File: config.mk
export PLATFORM = sky130hd
export DESIGN_NAME = processor_slave_mailbox_port
export DESIGN_NICKNAME = d
export VERILOG_FILES = /design/src/pkg/mailbox_pkg.sv /design/src/processor_slave_mailbox_port.sv
export VERILOG_INCLUDE_DIRS = /design/src /design/src/pkg
export SDC_FILE = /design/constraint.sdc
export NUM_CORES = 1
export LEC_CHECK = 0
export BUFFER_PORTS_ARGS = -buffer_cell sky130_fd_sc_hd__buf_2
export CORE_MARGIN = 2
export CORE_UTILIZATION = 45
export CTS_CLUSTER_DIAMETER = 100
export DETAILED_ROUTE_END_ITERATION = 16
export GPL_ROUTABILITY_DRIVEN = 0
export PLACE_DENSITY = 0.64
export SETUP_SLACK_MARGIN = 0.15
export SYNTH_ARGS = -nofsm -noshare
export SYNTH_HDL_FRONTEND = slang
export SYNTH_SLANG_ARGS = --single-unit
export TNS_END_PERCENT = 100
File: constraint.sdc
create_clock -name clock -period 2.7 [get_ports clock]
set_input_delay 0.135 -clock clock [delete_from_list [all_inputs] [get_ports clock]]
set_output_delay 0.135 -clock clock [all_outputs]
set_load 0.05 [all_outputs]
File: src/pkg/mailbox_cfg.svh
// Offsets, field positions, reset values and timing counts of the mailbox port
`ifndef MAILBOX_CFG_SVH
`define MAILBOX_CFG_SVH
`define MBX_ADDR_DATA0 8'h20
`define MBX_ADDR_DATA1 8'h21
`define MBX_ADDR_DATA2 8'h22
`define MBX_ADDR_FLAGS 8'h23
`define MBX_ADDR_SETUP 8'h24
`define MBX_EXT_FLAGS 2'h3
`define MBX_FLAG_IRQ_IN 7
`define MBX_FLAG_FULL_IN_LSB 4
`define MBX_FLAG_ATTN 3
`define MBX_FLAG_FULL_OUT_LSB 0
`define MBX_SETUP_IGNORE_MODE 7
`define MBX_SETUP_MODE_MSB 6
`define MBX_SETUP_MODE_LSB 5
`define MBX_SETUP_SLAVE_EN 3
`define MBX_SETUP_PORTA_OUT 2
`define MBX_SETUP_PRIO_MSB 1
`define MBX_SETUP_PRIO_LSB 0
`define MBX_SETUP_RESET 8'h00
`define MBX_DATA_RESET 8'h00
`define MBX_BOOT_CODE 2'h1
`define MBX_RUN_CODE 2'h0
`define MBX_BOOT_SETTLE 2'h3
`endif

File: src/pkg/mailbox_pkg.sv
// Types shared by the mailbox port
package mailbox_pkg;
  typedef logic [7:0] byte_t;
  typedef logic [1:0] ext_addr_t;
  typedef enum logic [1:0] {BOOT_SETTLE, BOOT_LOAD, BOOT_IDLE} boot_state_e;
endpackage

File: src/processor_slave_mailbox_port.sv
// Byte-wide mailbox port between an external master and the slave core
// How it works
// - Three inbound and three outbound data registers, each pair at one address.
// - Each data register has a full flag: write sets, other side's read clears.
// - Both core and master may read the flag register with all six flags.
// - Master write to register zero sets inbound interrupt; enabled priority requests core.
// - Core write to register zero drives attention_n low.
// - Flag register write by a side clears that side's interrupt source; data ignored.
// - Data lines driven only while select and read strobe are both low, or in port A output mode.
// - Master requests ignored while port_select_n is high.
// - Read places addressed register on lines; codes 0-2 data, 3 flags.
// - Write captured when write strobe or select rises, whichever first.
// - Data pins serve the slave port only when setup register enables it.
// - After reset pins are port inputs; boot pins (0,1) enable port and cold boot.
// - Core reaches registers at 0x20-0x24; setup register hidden from master.
// - Setup bits 3:2 pick pin use, bits 1:0 interrupt priority, 00 off.
// - Flag bits 6:4, 2:0 full; bit 7 inbound interrupt, bit 3 attention.
// - Cold boot ends when boot pins become (0,0); core starts at zero.
`timescale 1ns/100ps
`include "mailbox_cfg.svh"
module processor_slave_mailbox_port (
  input wire logic clock,
  input wire logic reset_n,
  input wire logic port_select_n,
  input wire logic port_read_strobe_n,
  input wire logic port_write_strobe_n,
  input wire logic reg_select_bit0,
  input wire logic reg_select_bit1,
  input wire mailbox_pkg::byte_t port_data_in,
  output mailbox_pkg::byte_t port_data_out,
  output logic port_data_oe_n,
  output logic attention_n,
  input wire logic boot_mode_pin0,
  input wire logic boot_mode_pin1,
  input wire mailbox_pkg::byte_t port_a_out_value,
  output mailbox_pkg::byte_t port_a_in_value,
  input wire mailbox_pkg::byte_t io_addr,
  input wire logic io_wr,
  input wire logic io_rd,
  input wire mailbox_pkg::byte_t io_wdata,
  output mailbox_pkg::byte_t io_rdata,
  output logic slave_irq,
  output logic [1:0] slave_irq_priority,
  output logic cold_boot,
  output logic run_start
);
  import mailbox_pkg::*;

  // Two-stage synchronisers for every pin input
  logic [14:0] pin_meta_q;
  logic [14:0] pin_sync_q;
  always_ff @(posedge clock) begin
    pin_meta_q <= {boot_mode_pin1, boot_mode_pin0, reg_select_bit1, reg_select_bit0,
                   port_select_n, port_read_strobe_n, port_write_strobe_n, port_data_in};
    pin_sync_q <= pin_meta_q;
  end

  logic [1:0] mode_s;
  ext_addr_t addr_s;
  logic sel_n_s, rd_n_s, wr_n_s;
  byte_t data_s;
  assign {mode_s, addr_s, sel_n_s, rd_n_s, wr_n_s, data_s} = pin_sync_q;

  byte_t setup_q;
  logic slave_en;
  assign slave_en = setup_q[`MBX_SETUP_SLAVE_EN];

  logic m_wr_act, m_rd_act;
  assign m_wr_act = slave_en & ~sel_n_s & ~wr_n_s;
  assign m_rd_act = slave_en & ~sel_n_s & ~rd_n_s;

  // Master write: track address and data, commit when access ends
  logic m_wr_act_q, m_rd_act_q;
  ext_addr_t m_wr_addr_q, m_rd_addr_q;
  byte_t m_wr_data_q;
  always_ff @(posedge clock) begin
    if (!reset_n) begin
      m_wr_act_q <= 1'b0;
      m_rd_act_q <= 1'b0;
      m_wr_addr_q <= 2'h0;
      m_rd_addr_q <= 2'h0;
      m_wr_data_q <= `MBX_DATA_RESET;
    end else begin
      m_wr_act_q <= m_wr_act;
      m_rd_act_q <= m_rd_act;
      if (m_wr_act) begin
        m_wr_addr_q <= addr_s;
        m_wr_data_q <= data_s;
      end
      if (m_rd_act) begin
        m_rd_addr_q <= addr_s;
      end
    end
  end

  logic m_wr_done, m_rd_done;
  assign m_wr_done = m_wr_act_q & ~m_wr_act;
  assign m_rd_done = m_rd_act_q & ~m_rd_act;

  logic s_wr, s_rd;
  assign s_wr = io_wr & ~io_rd;
  assign s_rd = io_rd & ~io_wr;

  // Data registers and full flags
  byte_t in_data_q [3];
  byte_t out_data_q [3];
  logic [2:0] full_in_q, full_out_q;
  for (genvar i = 0; i < 3; i++) begin : g_mbox
    localparam byte_t SLOT = `MBX_ADDR_DATA0 + byte_t'(i);
    localparam ext_addr_t EXT = ext_addr_t'(i);
    always_ff @(posedge clock) begin
      if (!reset_n) begin
        in_data_q[i] <= `MBX_DATA_RESET;
        out_data_q[i] <= `MBX_DATA_RESET;
      end else begin
        if (m_wr_done && m_wr_addr_q == EXT) begin
          in_data_q[i] <= m_wr_data_q;
        end
        if (s_wr && io_addr == SLOT) begin
          out_data_q[i] <= io_wdata;
        end
      end
    end
    always_ff @(posedge clock) begin
      if (!reset_n) begin
        full_in_q[i] <= 1'b0;
        full_out_q[i] <= 1'b0;
      end else begin
        if (m_wr_done && m_wr_addr_q == EXT) begin
          full_in_q[i] <= 1'b1;
        end else if (s_rd && io_addr == SLOT) begin
          full_in_q[i] <= 1'b0;
        end
        if (s_wr && io_addr == SLOT) begin
          full_out_q[i] <= 1'b1;
        end else if (m_rd_done && m_rd_addr_q == EXT) begin
          full_out_q[i] <= 1'b0;
        end
      end
    end
  end

  // Interrupt sources; a set beats a clear in the same cycle
  logic irq_in_q, attn_q;
  always_ff @(posedge clock) begin
    if (!reset_n) begin
      irq_in_q <= 1'b0;
      attn_q <= 1'b0;
    end else begin
      if (m_wr_done && m_wr_addr_q == 2'h0) begin
        irq_in_q <= 1'b1;
      end else if (s_wr && io_addr == `MBX_ADDR_FLAGS) begin
        irq_in_q <= 1'b0;
      end
      if (s_wr && io_addr == `MBX_ADDR_DATA0) begin
        attn_q <= 1'b1;
      end else if (m_wr_done && m_wr_addr_q == `MBX_EXT_FLAGS) begin
        attn_q <= 1'b0;
      end
    end
  end

  byte_t flags;
  always_comb begin
    flags = 8'h00;
    flags[`MBX_FLAG_IRQ_IN] = irq_in_q;
    flags[`MBX_FLAG_FULL_IN_LSB +: 3] = full_in_q;
    flags[`MBX_FLAG_ATTN] = attn_q;
    flags[`MBX_FLAG_FULL_OUT_LSB +: 3] = full_out_q;
  end

  // Boot sequencing from the mode pins
  boot_state_e boot_q;
  logic [1:0] settle_q;
  logic boot_hit, run_hit;
  assign boot_hit = boot_q == BOOT_SETTLE && settle_q == `MBX_BOOT_SETTLE
                    && mode_s == `MBX_BOOT_CODE && !setup_q[`MBX_SETUP_IGNORE_MODE];
  assign run_hit = boot_q == BOOT_LOAD && mode_s == `MBX_RUN_CODE;
  always_ff @(posedge clock) begin
    if (!reset_n) begin
      boot_q <= BOOT_SETTLE;
      settle_q <= 2'h0;
      run_start <= 1'b0;
      cold_boot <= 1'b0;
    end else begin
      run_start <= 1'b0;
      case (boot_q)
        BOOT_SETTLE: begin
          settle_q <= settle_q + 2'h1;
          if (boot_hit) begin
            boot_q <= BOOT_LOAD;
            cold_boot <= 1'b1;
          end else if (settle_q == `MBX_BOOT_SETTLE) begin
            boot_q <= BOOT_IDLE;
          end
        end
        BOOT_LOAD: begin
          if (setup_q[`MBX_SETUP_IGNORE_MODE]) begin
            boot_q <= BOOT_IDLE;
            cold_boot <= 1'b0;
          end else if (run_hit) begin
            boot_q <= BOOT_IDLE;
            cold_boot <= 1'b0;
            run_start <= 1'b1;
          end
        end
        BOOT_IDLE: boot_q <= BOOT_IDLE;
        default: boot_q <= BOOT_IDLE;
      endcase
    end
  end

  // Setup register: core side only
  always_ff @(posedge clock) begin
    if (!reset_n) begin
      setup_q <= `MBX_SETUP_RESET;
    end else if (s_wr && io_addr == `MBX_ADDR_SETUP) begin
      setup_q <= io_wdata;
    end else if (boot_hit) begin
      setup_q[`MBX_SETUP_SLAVE_EN] <= 1'b1;
    end
  end

  // Core read port
  always_ff @(posedge clock) begin
    if (!reset_n) begin
      io_rdata <= 8'h00;
    end else if (s_rd) begin
      case (io_addr)
        `MBX_ADDR_DATA0: io_rdata <= in_data_q[0];
        `MBX_ADDR_DATA1: io_rdata <= in_data_q[1];
        `MBX_ADDR_DATA2: io_rdata <= in_data_q[2];
        `MBX_ADDR_FLAGS: io_rdata <= flags;
        `MBX_ADDR_SETUP: begin
          io_rdata <= {setup_q[7], mode_s, setup_q[4:0]};
        end
        default: io_rdata <= 8'h00;
      endcase
    end
  end

  // Master read data and pin direction
  always_ff @(posedge clock) begin
    if (!reset_n) begin
      port_data_out <= 8'h00;
      port_data_oe_n <= 1'b1;
      port_a_in_value <= 8'h00;
    end else begin
      port_a_in_value <= data_s;
      if (m_rd_act) begin
        case (addr_s)
          2'h0: port_data_out <= out_data_q[0];
          2'h1: port_data_out <= out_data_q[1];
          2'h2: port_data_out <= out_data_q[2];
          default: port_data_out <= flags;
        endcase
        port_data_oe_n <= 1'b0;
      end else if (!slave_en && setup_q[`MBX_SETUP_PORTA_OUT]) begin
        port_data_out <= port_a_out_value;
        port_data_oe_n <= 1'b0;
      end else begin
        port_data_oe_n <= 1'b1;
      end
    end
  end

  always_ff @(posedge clock) begin
    if (!reset_n) begin
      attention_n <= 1'b1;
      slave_irq <= 1'b0;
      slave_irq_priority <= 2'h0;
    end else begin
      attention_n <= ~attn_q;
      slave_irq <= irq_in_q && setup_q[`MBX_SETUP_PRIO_MSB:`MBX_SETUP_PRIO_LSB] != 2'h0;
      slave_irq_priority <= setup_q[`MBX_SETUP_PRIO_MSB:`MBX_SETUP_PRIO_LSB];
    end
  end

  chk_in_flag_set: assert property (@(posedge clock) disable iff (!reset_n)
    m_wr_done && m_wr_addr_q != `MBX_EXT_FLAGS |=> full_in_q[m_wr_addr_q])
    else $error("inbound full flag not set");
  chk_out_flag_set: assert property (@(posedge clock) disable iff (!reset_n)
    s_wr && io_addr == `MBX_ADDR_DATA1 |=> full_out_q[1])
    else $error("outbound full flag not set");
  chk_read_clear: assert property (@(posedge clock) disable iff (!reset_n)
    $fell(full_out_q[0]) |-> $past(m_rd_done) && !m_rd_act)
    else $error("outbound flag cleared outside read end");
  chk_irq_set: assert property (@(posedge clock) disable iff (!reset_n)
    m_wr_done && m_wr_addr_q == 2'h0 && setup_q[1:0] != 2'h0
    && !(s_wr && io_addr == `MBX_ADDR_SETUP) |=> ##1 slave_irq)
    else $error("slave interrupt missing");
  chk_attn_low: assert property (@(posedge clock) disable iff (!reset_n)
    s_wr && io_addr == `MBX_ADDR_DATA0 |=> ##1 !attention_n)
    else $error("attention not asserted");
  chk_attn_clear: assert property (@(posedge clock) disable iff (!reset_n)
    m_wr_done && m_wr_addr_q == 2'h3 && !(s_wr && io_addr == `MBX_ADDR_DATA0)
    |=> ##1 attention_n)
    else $error("attention not released");
  chk_drive_window: assert property (@(posedge clock) disable iff (!reset_n)
    !port_data_oe_n && $past(slave_en) |-> $past(m_rd_act))
    else $error("data lines driven outside read");
  chk_ignore_idle: assert property (@(posedge clock) disable iff (!reset_n)
    $past(sel_n_s) && $past(slave_en) |-> port_data_oe_n)
    else $error("data lines driven while deselected");
  chk_boot_enable: assert property (@(posedge clock) disable iff (!reset_n)
    boot_hit && !(s_wr && io_addr == `MBX_ADDR_SETUP) |=> slave_en && cold_boot)
    else $error("cold boot did not enable port");
  chk_run_pulse: assert property (@(posedge clock) disable iff (!reset_n)
    run_start |=> !run_start && !cold_boot)
    else $error("run start not a single pulse");
  cov_master_write: cover property (@(posedge clock) disable iff (!reset_n)
    m_wr_done && m_wr_addr_q == 2'h0);
  cov_master_read: cover property (@(posedge clock) disable iff (!reset_n)
    m_rd_done && full_out_q[0]);
  cov_cold_boot: cover property (@(posedge clock) disable iff (!reset_n) run_start);
endmodule
==> qor.json <==
{
  "run_status": {"value": "finished, final reports clean"},
  "cts_made_buffers": {"value": 17},
  "synth_edf_count": {"value": 48},
  "post_cts_resize_count": {"value": 0},
  "worst_setup_hold_path_clk_slew": {"value": 0.06, "unit": "ns"},
  "max-cap-violations": {"value": 0},
  "clockBufferDepth": {"value": 2},
  "peakVddDrop": {"value": 0.000483, "unit": "V"},
  "synth_seq_area_share": {"value": 63.6, "unit": "%"},
  "die_x": {"value": 111, "unit": "um"},
  "num_antenna_cells": {"value": 0},
  "start_kind": {"value": "register"},
  "clock_tree_root_buffer_cell": {"value": "sky130_fd_sc_hd__clkbuf_16"},
  "dr.first_iter.drc_count": {"value": 190},
  "power.leakage": {"value": 2.66, "unit": "nW"},
  "worst_path_largest_cell_delay": {"value": 0.77, "unit": "ns"},
  "max-slew-margin-rel": {"value": 20.2, "unit": "%"},
  "worst-slew-pin-transition": {"value": 1.19, "unit": "ns"},
  "row_count": {"value": 39},
  "area_growth_syn_to_layout": {"value": 24.9, "unit": "%"},
  "final_min_period_over_clock_period": {"value": 73.7, "unit": "%"},
  "via_count_of_the_first_global_routing_pass": {"value": 3505},
  "dieArea": {"value": 12400, "unit": "sq um"},
  "clkSinkCount": {"value": 141},
  "netlist_instances": {"value": 436},
  "detailedPlace.worstSlack": {"value": 0.651, "unit": "ns"},
  "port_buffers": {"value": 73},
  "synth_xor_area_share": {"value": 0.169, "unit": "%"},
  "io_pins": {"value": 74},
  "global_route_wire_length_before_repair": {"value": 17800, "unit": "um"},
  "tns": {"value": 0, "unit": "ns"},
  "timing.critical_path.required": {"value": 2.73, "unit": "ns"},
  "die_y": {"value": 111, "unit": "um"},
  "worst_skew_pair.late_latency": {"value": 0.41, "unit": "ns"},
  "slowest_stage": {"value": "sky130_fd_sc_hd__o21ai_0"},
  "worstPathCellList": {"value": "or3b_2 -> nand2_1 -> o21ai_0"},
  "layout_commonest_cell": {"value": "sky130_fd_sc_hd__dfxtp_1"},
  "initial_core_util": {"value": 45.9, "unit": "%"},
  "r2r_setup_slack": {"value": 0.71, "unit": "ns"},
  "timing.setup.critical_path_class": {"value": "register to register"},
  "fmax": {"value": 0.503, "unit": "GHz"},
  "post_synth_and_or_nand_nor_area_fraction": {"value": 17.2, "unit": "%"},
  "syn-cell-area": {"value": 5190, "unit": "sq um"},
  "antenna_left": {"value": 0},
  "crit_path_end_kind": {"value": "register"},
  "pin_count_of_the_biggest_net_entering_global_routing": {"value": 46},
  "post_drt_wl_per_cell": {"value": 16.1, "unit": "um"},
  "finalPower": {"value": 5.06, "unit": "mW"},
  "synth-adder-area-share": {"value": 0.241, "unit": "%"},
  "drc": {"value": 0},
  "synth_flop_cell": {"value": "sky130_fd_sc_hd__dfxtp_1"},
  "dp.final_hpwl": {"value": 7640, "unit": "um"},
  "floorplan.core_area": {"value": 11300, "unit": "sq um"},
  "detail_route.vias_per_cell": {"value": 5.17},
  "worst_path_arrival": {"value": 2.02, "unit": "ns"},
  "layout_common_cells": {"value": "93 x sky130_fd_sc_hd__dfxtp_1, 73 x sky130_fd_sc_hd__buf_2, 59 x sky130_fd_sc_hd__and2_1"},
  "path_max_fanout": {"value": 11},
  "synth.mux.area_fraction": {"value": 7.52, "unit": "%"},
  "drv_slew": {"value": 0},
  "compound_gate_fraction_of_synth_area": {"value": 8.82, "unit": "%"},
  "detailroute.via_count": {"value": 3539},
  "finalInstanceArea": {"value": 6490, "unit": "sq um"},
  "synth.lib_cells_used.distinct": {"value": 44},
  "htreeDepth": {"value": 4},
  "hold_path.class": {"value": "primary input to register"},
  "power-per-cell-area": {"value": 780, "unit": "nW/um^2"},
  "timing.final.crit_period": {"value": 1.99, "unit": "ns"},
  "share_of_flip_flops_with_an_asynchronous_set_or_reset_after_synthesis": {"value": 0, "unit": "%"},
  "drt_pre_antenna_iters": {"value": 4},
  "ys_warn_count": {"value": 0},
  "syn-num-nets": {"value": 480},
  "finish.utilization": {"value": 57.3, "unit": "%"},
  "yosys_register_bits": {"value": 141},
  "finalSetupViolations": {"value": 0},
  "main_combinational_cell_family_by_area_after_synthesis": {"value": "simple AND/OR/NAND/NOR gates"},
  "post_route_cells_drive_above_1_share": {"value": 24.9, "unit": "%"},
  "clock_skew": {"value": 0.00993, "unit": "ns"},
  "globalRoute.totalOverflow": {"value": 0},
  "global_route.usage.total": {"value": 18.6, "unit": "%"},
  "rsz0062_at_grt": {"value": "false"},
  "synth_area_per_cell": {"value": 11.9, "unit": "sq um"},
  "layout_setup_ws": {"value": 0.711, "unit": "ns"},
  "initial_antenna_violation_count": {"value": 0},
  "hold_viol_final": {"value": 0},
  "routed_wirelength": {"value": 11100, "unit": "um"},
  "fin_nets": {"value": 573},
  "place_area": {"value": 5700, "unit": "sq um"},
  "cts_tree": {"value": "done"}
}
critical path, delay by kind of cell (launching register included):
kind | cells | cell delay, ns
AOI/OAI and AO/OA | 1 | 0.77
and+or+nand+nor | 2 | 0.48
DFF | 1 | 0.35
cells in the mapped netlist, types with 3 or more instances:
cell type | count | area (sq um)
sky130_fd_sc_hd__a21oi_1 | 20 | 100
sky130_fd_sc_hd__a22oi_1 | 6 | 45.0
sky130_fd_sc_hd__a31o_2 | 6 | 52.6
sky130_fd_sc_hd__and2_1 | 59 | 369
sky130_fd_sc_hd__buf_1 | 3 | 11.3
sky130_fd_sc_hd__buf_6 | 3 | 33.8
sky130_fd_sc_hd__clkbuf_1 | 17 | 63.8
sky130_fd_sc_hd__dfxtp_1 | 93 | 1860
sky130_fd_sc_hd__edfxtp_1 | 48 | 1440
sky130_fd_sc_hd__inv_1 | 3 | 11.3
sky130_fd_sc_hd__mux2i_1 | 21 | 210
sky130_fd_sc_hd__mux4_2 | 8 | 180
sky130_fd_sc_hd__nand2_1 | 35 | 131
sky130_fd_sc_hd__nand2b_1 | 4 | 25.0
sky130_fd_sc_hd__nand3_1 | 3 | 15.0
sky130_fd_sc_hd__nor2_1 | 36 | 135
sky130_fd_sc_hd__nor2b_1 | 4 | 25.0
sky130_fd_sc_hd__nor3_1 | 9 | 45.0
sky130_fd_sc_hd__nor3b_1 | 3 | 22.5
sky130_fd_sc_hd__o21ai_0 | 10 | 50.1
sky130_fd_sc_hd__o221ai_1 | 8 | 70.1
sky130_fd_sc_hd__o22ai_1 | 6 | 37.5
sky130_fd_sc_hd__or3b_2 | 3 | 26.3
repair_timing:
action / in CTS / in global routing
endpoints found under the hold margin: 15 / 0
hold buffers: 15 / 0
buffers inserted: 0 / 0
final cells by class:
class                           instances  area [sq um]
Tap cell                              143           179
Multi-Input combinational cell        267          1770
Timing Repair Buffer                   98           591
Clock buffer                           22           508
Inverter                                4          15.0
Sequential cell                       141          3300
Clock inverter                         10           125
Fill cell                             959          4830
flip-flops by register name, summed over array words and instances (netlist names), 2 cells and up:
register,flops
boot_q,2
flags,6
slave_irq_priority,2
io_rdata,8
out_data_q,24
port_a_in_value,8
pin_sync_q,15
settle_q,2
m_wr_addr_q,2
m_wr_data_q,8
setup_q,6
pin_meta_q,15
in_data_q,24
port_data_out,8
m_rd_addr_q,2
routing by layer:
metal	wire length [um]	track usage (%)	up-vias
met4	126	7.65	0
li1	-	-	1749
met5	0	0	-
met2	5510	31.5	104
met1	4890	22.5	1674
met3	536	5.23	12
cells by family after synthesis:
kind of cell | count (synthesis)
xor gates and xnor gates | 1
buffers and inverters | 28
and+or+nand+nor | 168
muxes | 29
AOI/OAI and AO/OA | 68
DFF | 141
adders and majority gates | 1
report_power, final:
part | internal [mW] | switching, mW
logic | 0.126 | 0.177
registers | 2.29 | 0.0526
clock network | 1.53 | 0.884
total | 3.95 | 1.11
stage by stage:
step / hold WS (ns) / instances
floorplan: 0.163 / 436
global placement: 0.237 / 638
detailed placement: 0.239 / 638
CTS: 0.0102 / 685
global route: 0.0182 / 685
finish: 0.0197 / 685
final timing paths:
path / start / to / cells after the start
setup / recovery: setup_q[3] / in_data_q[1][5] / 3
hold / removal: port_a_out_value[2] / port_data_out[2] / 3
setup reg to reg: setup_q[3] / in_data_q[1][5] / 3
hold reg to reg: pin_meta_q[1] / pin_sync_q[1] / 0
No activity file was read; power rests on OpenSTA's default activity.
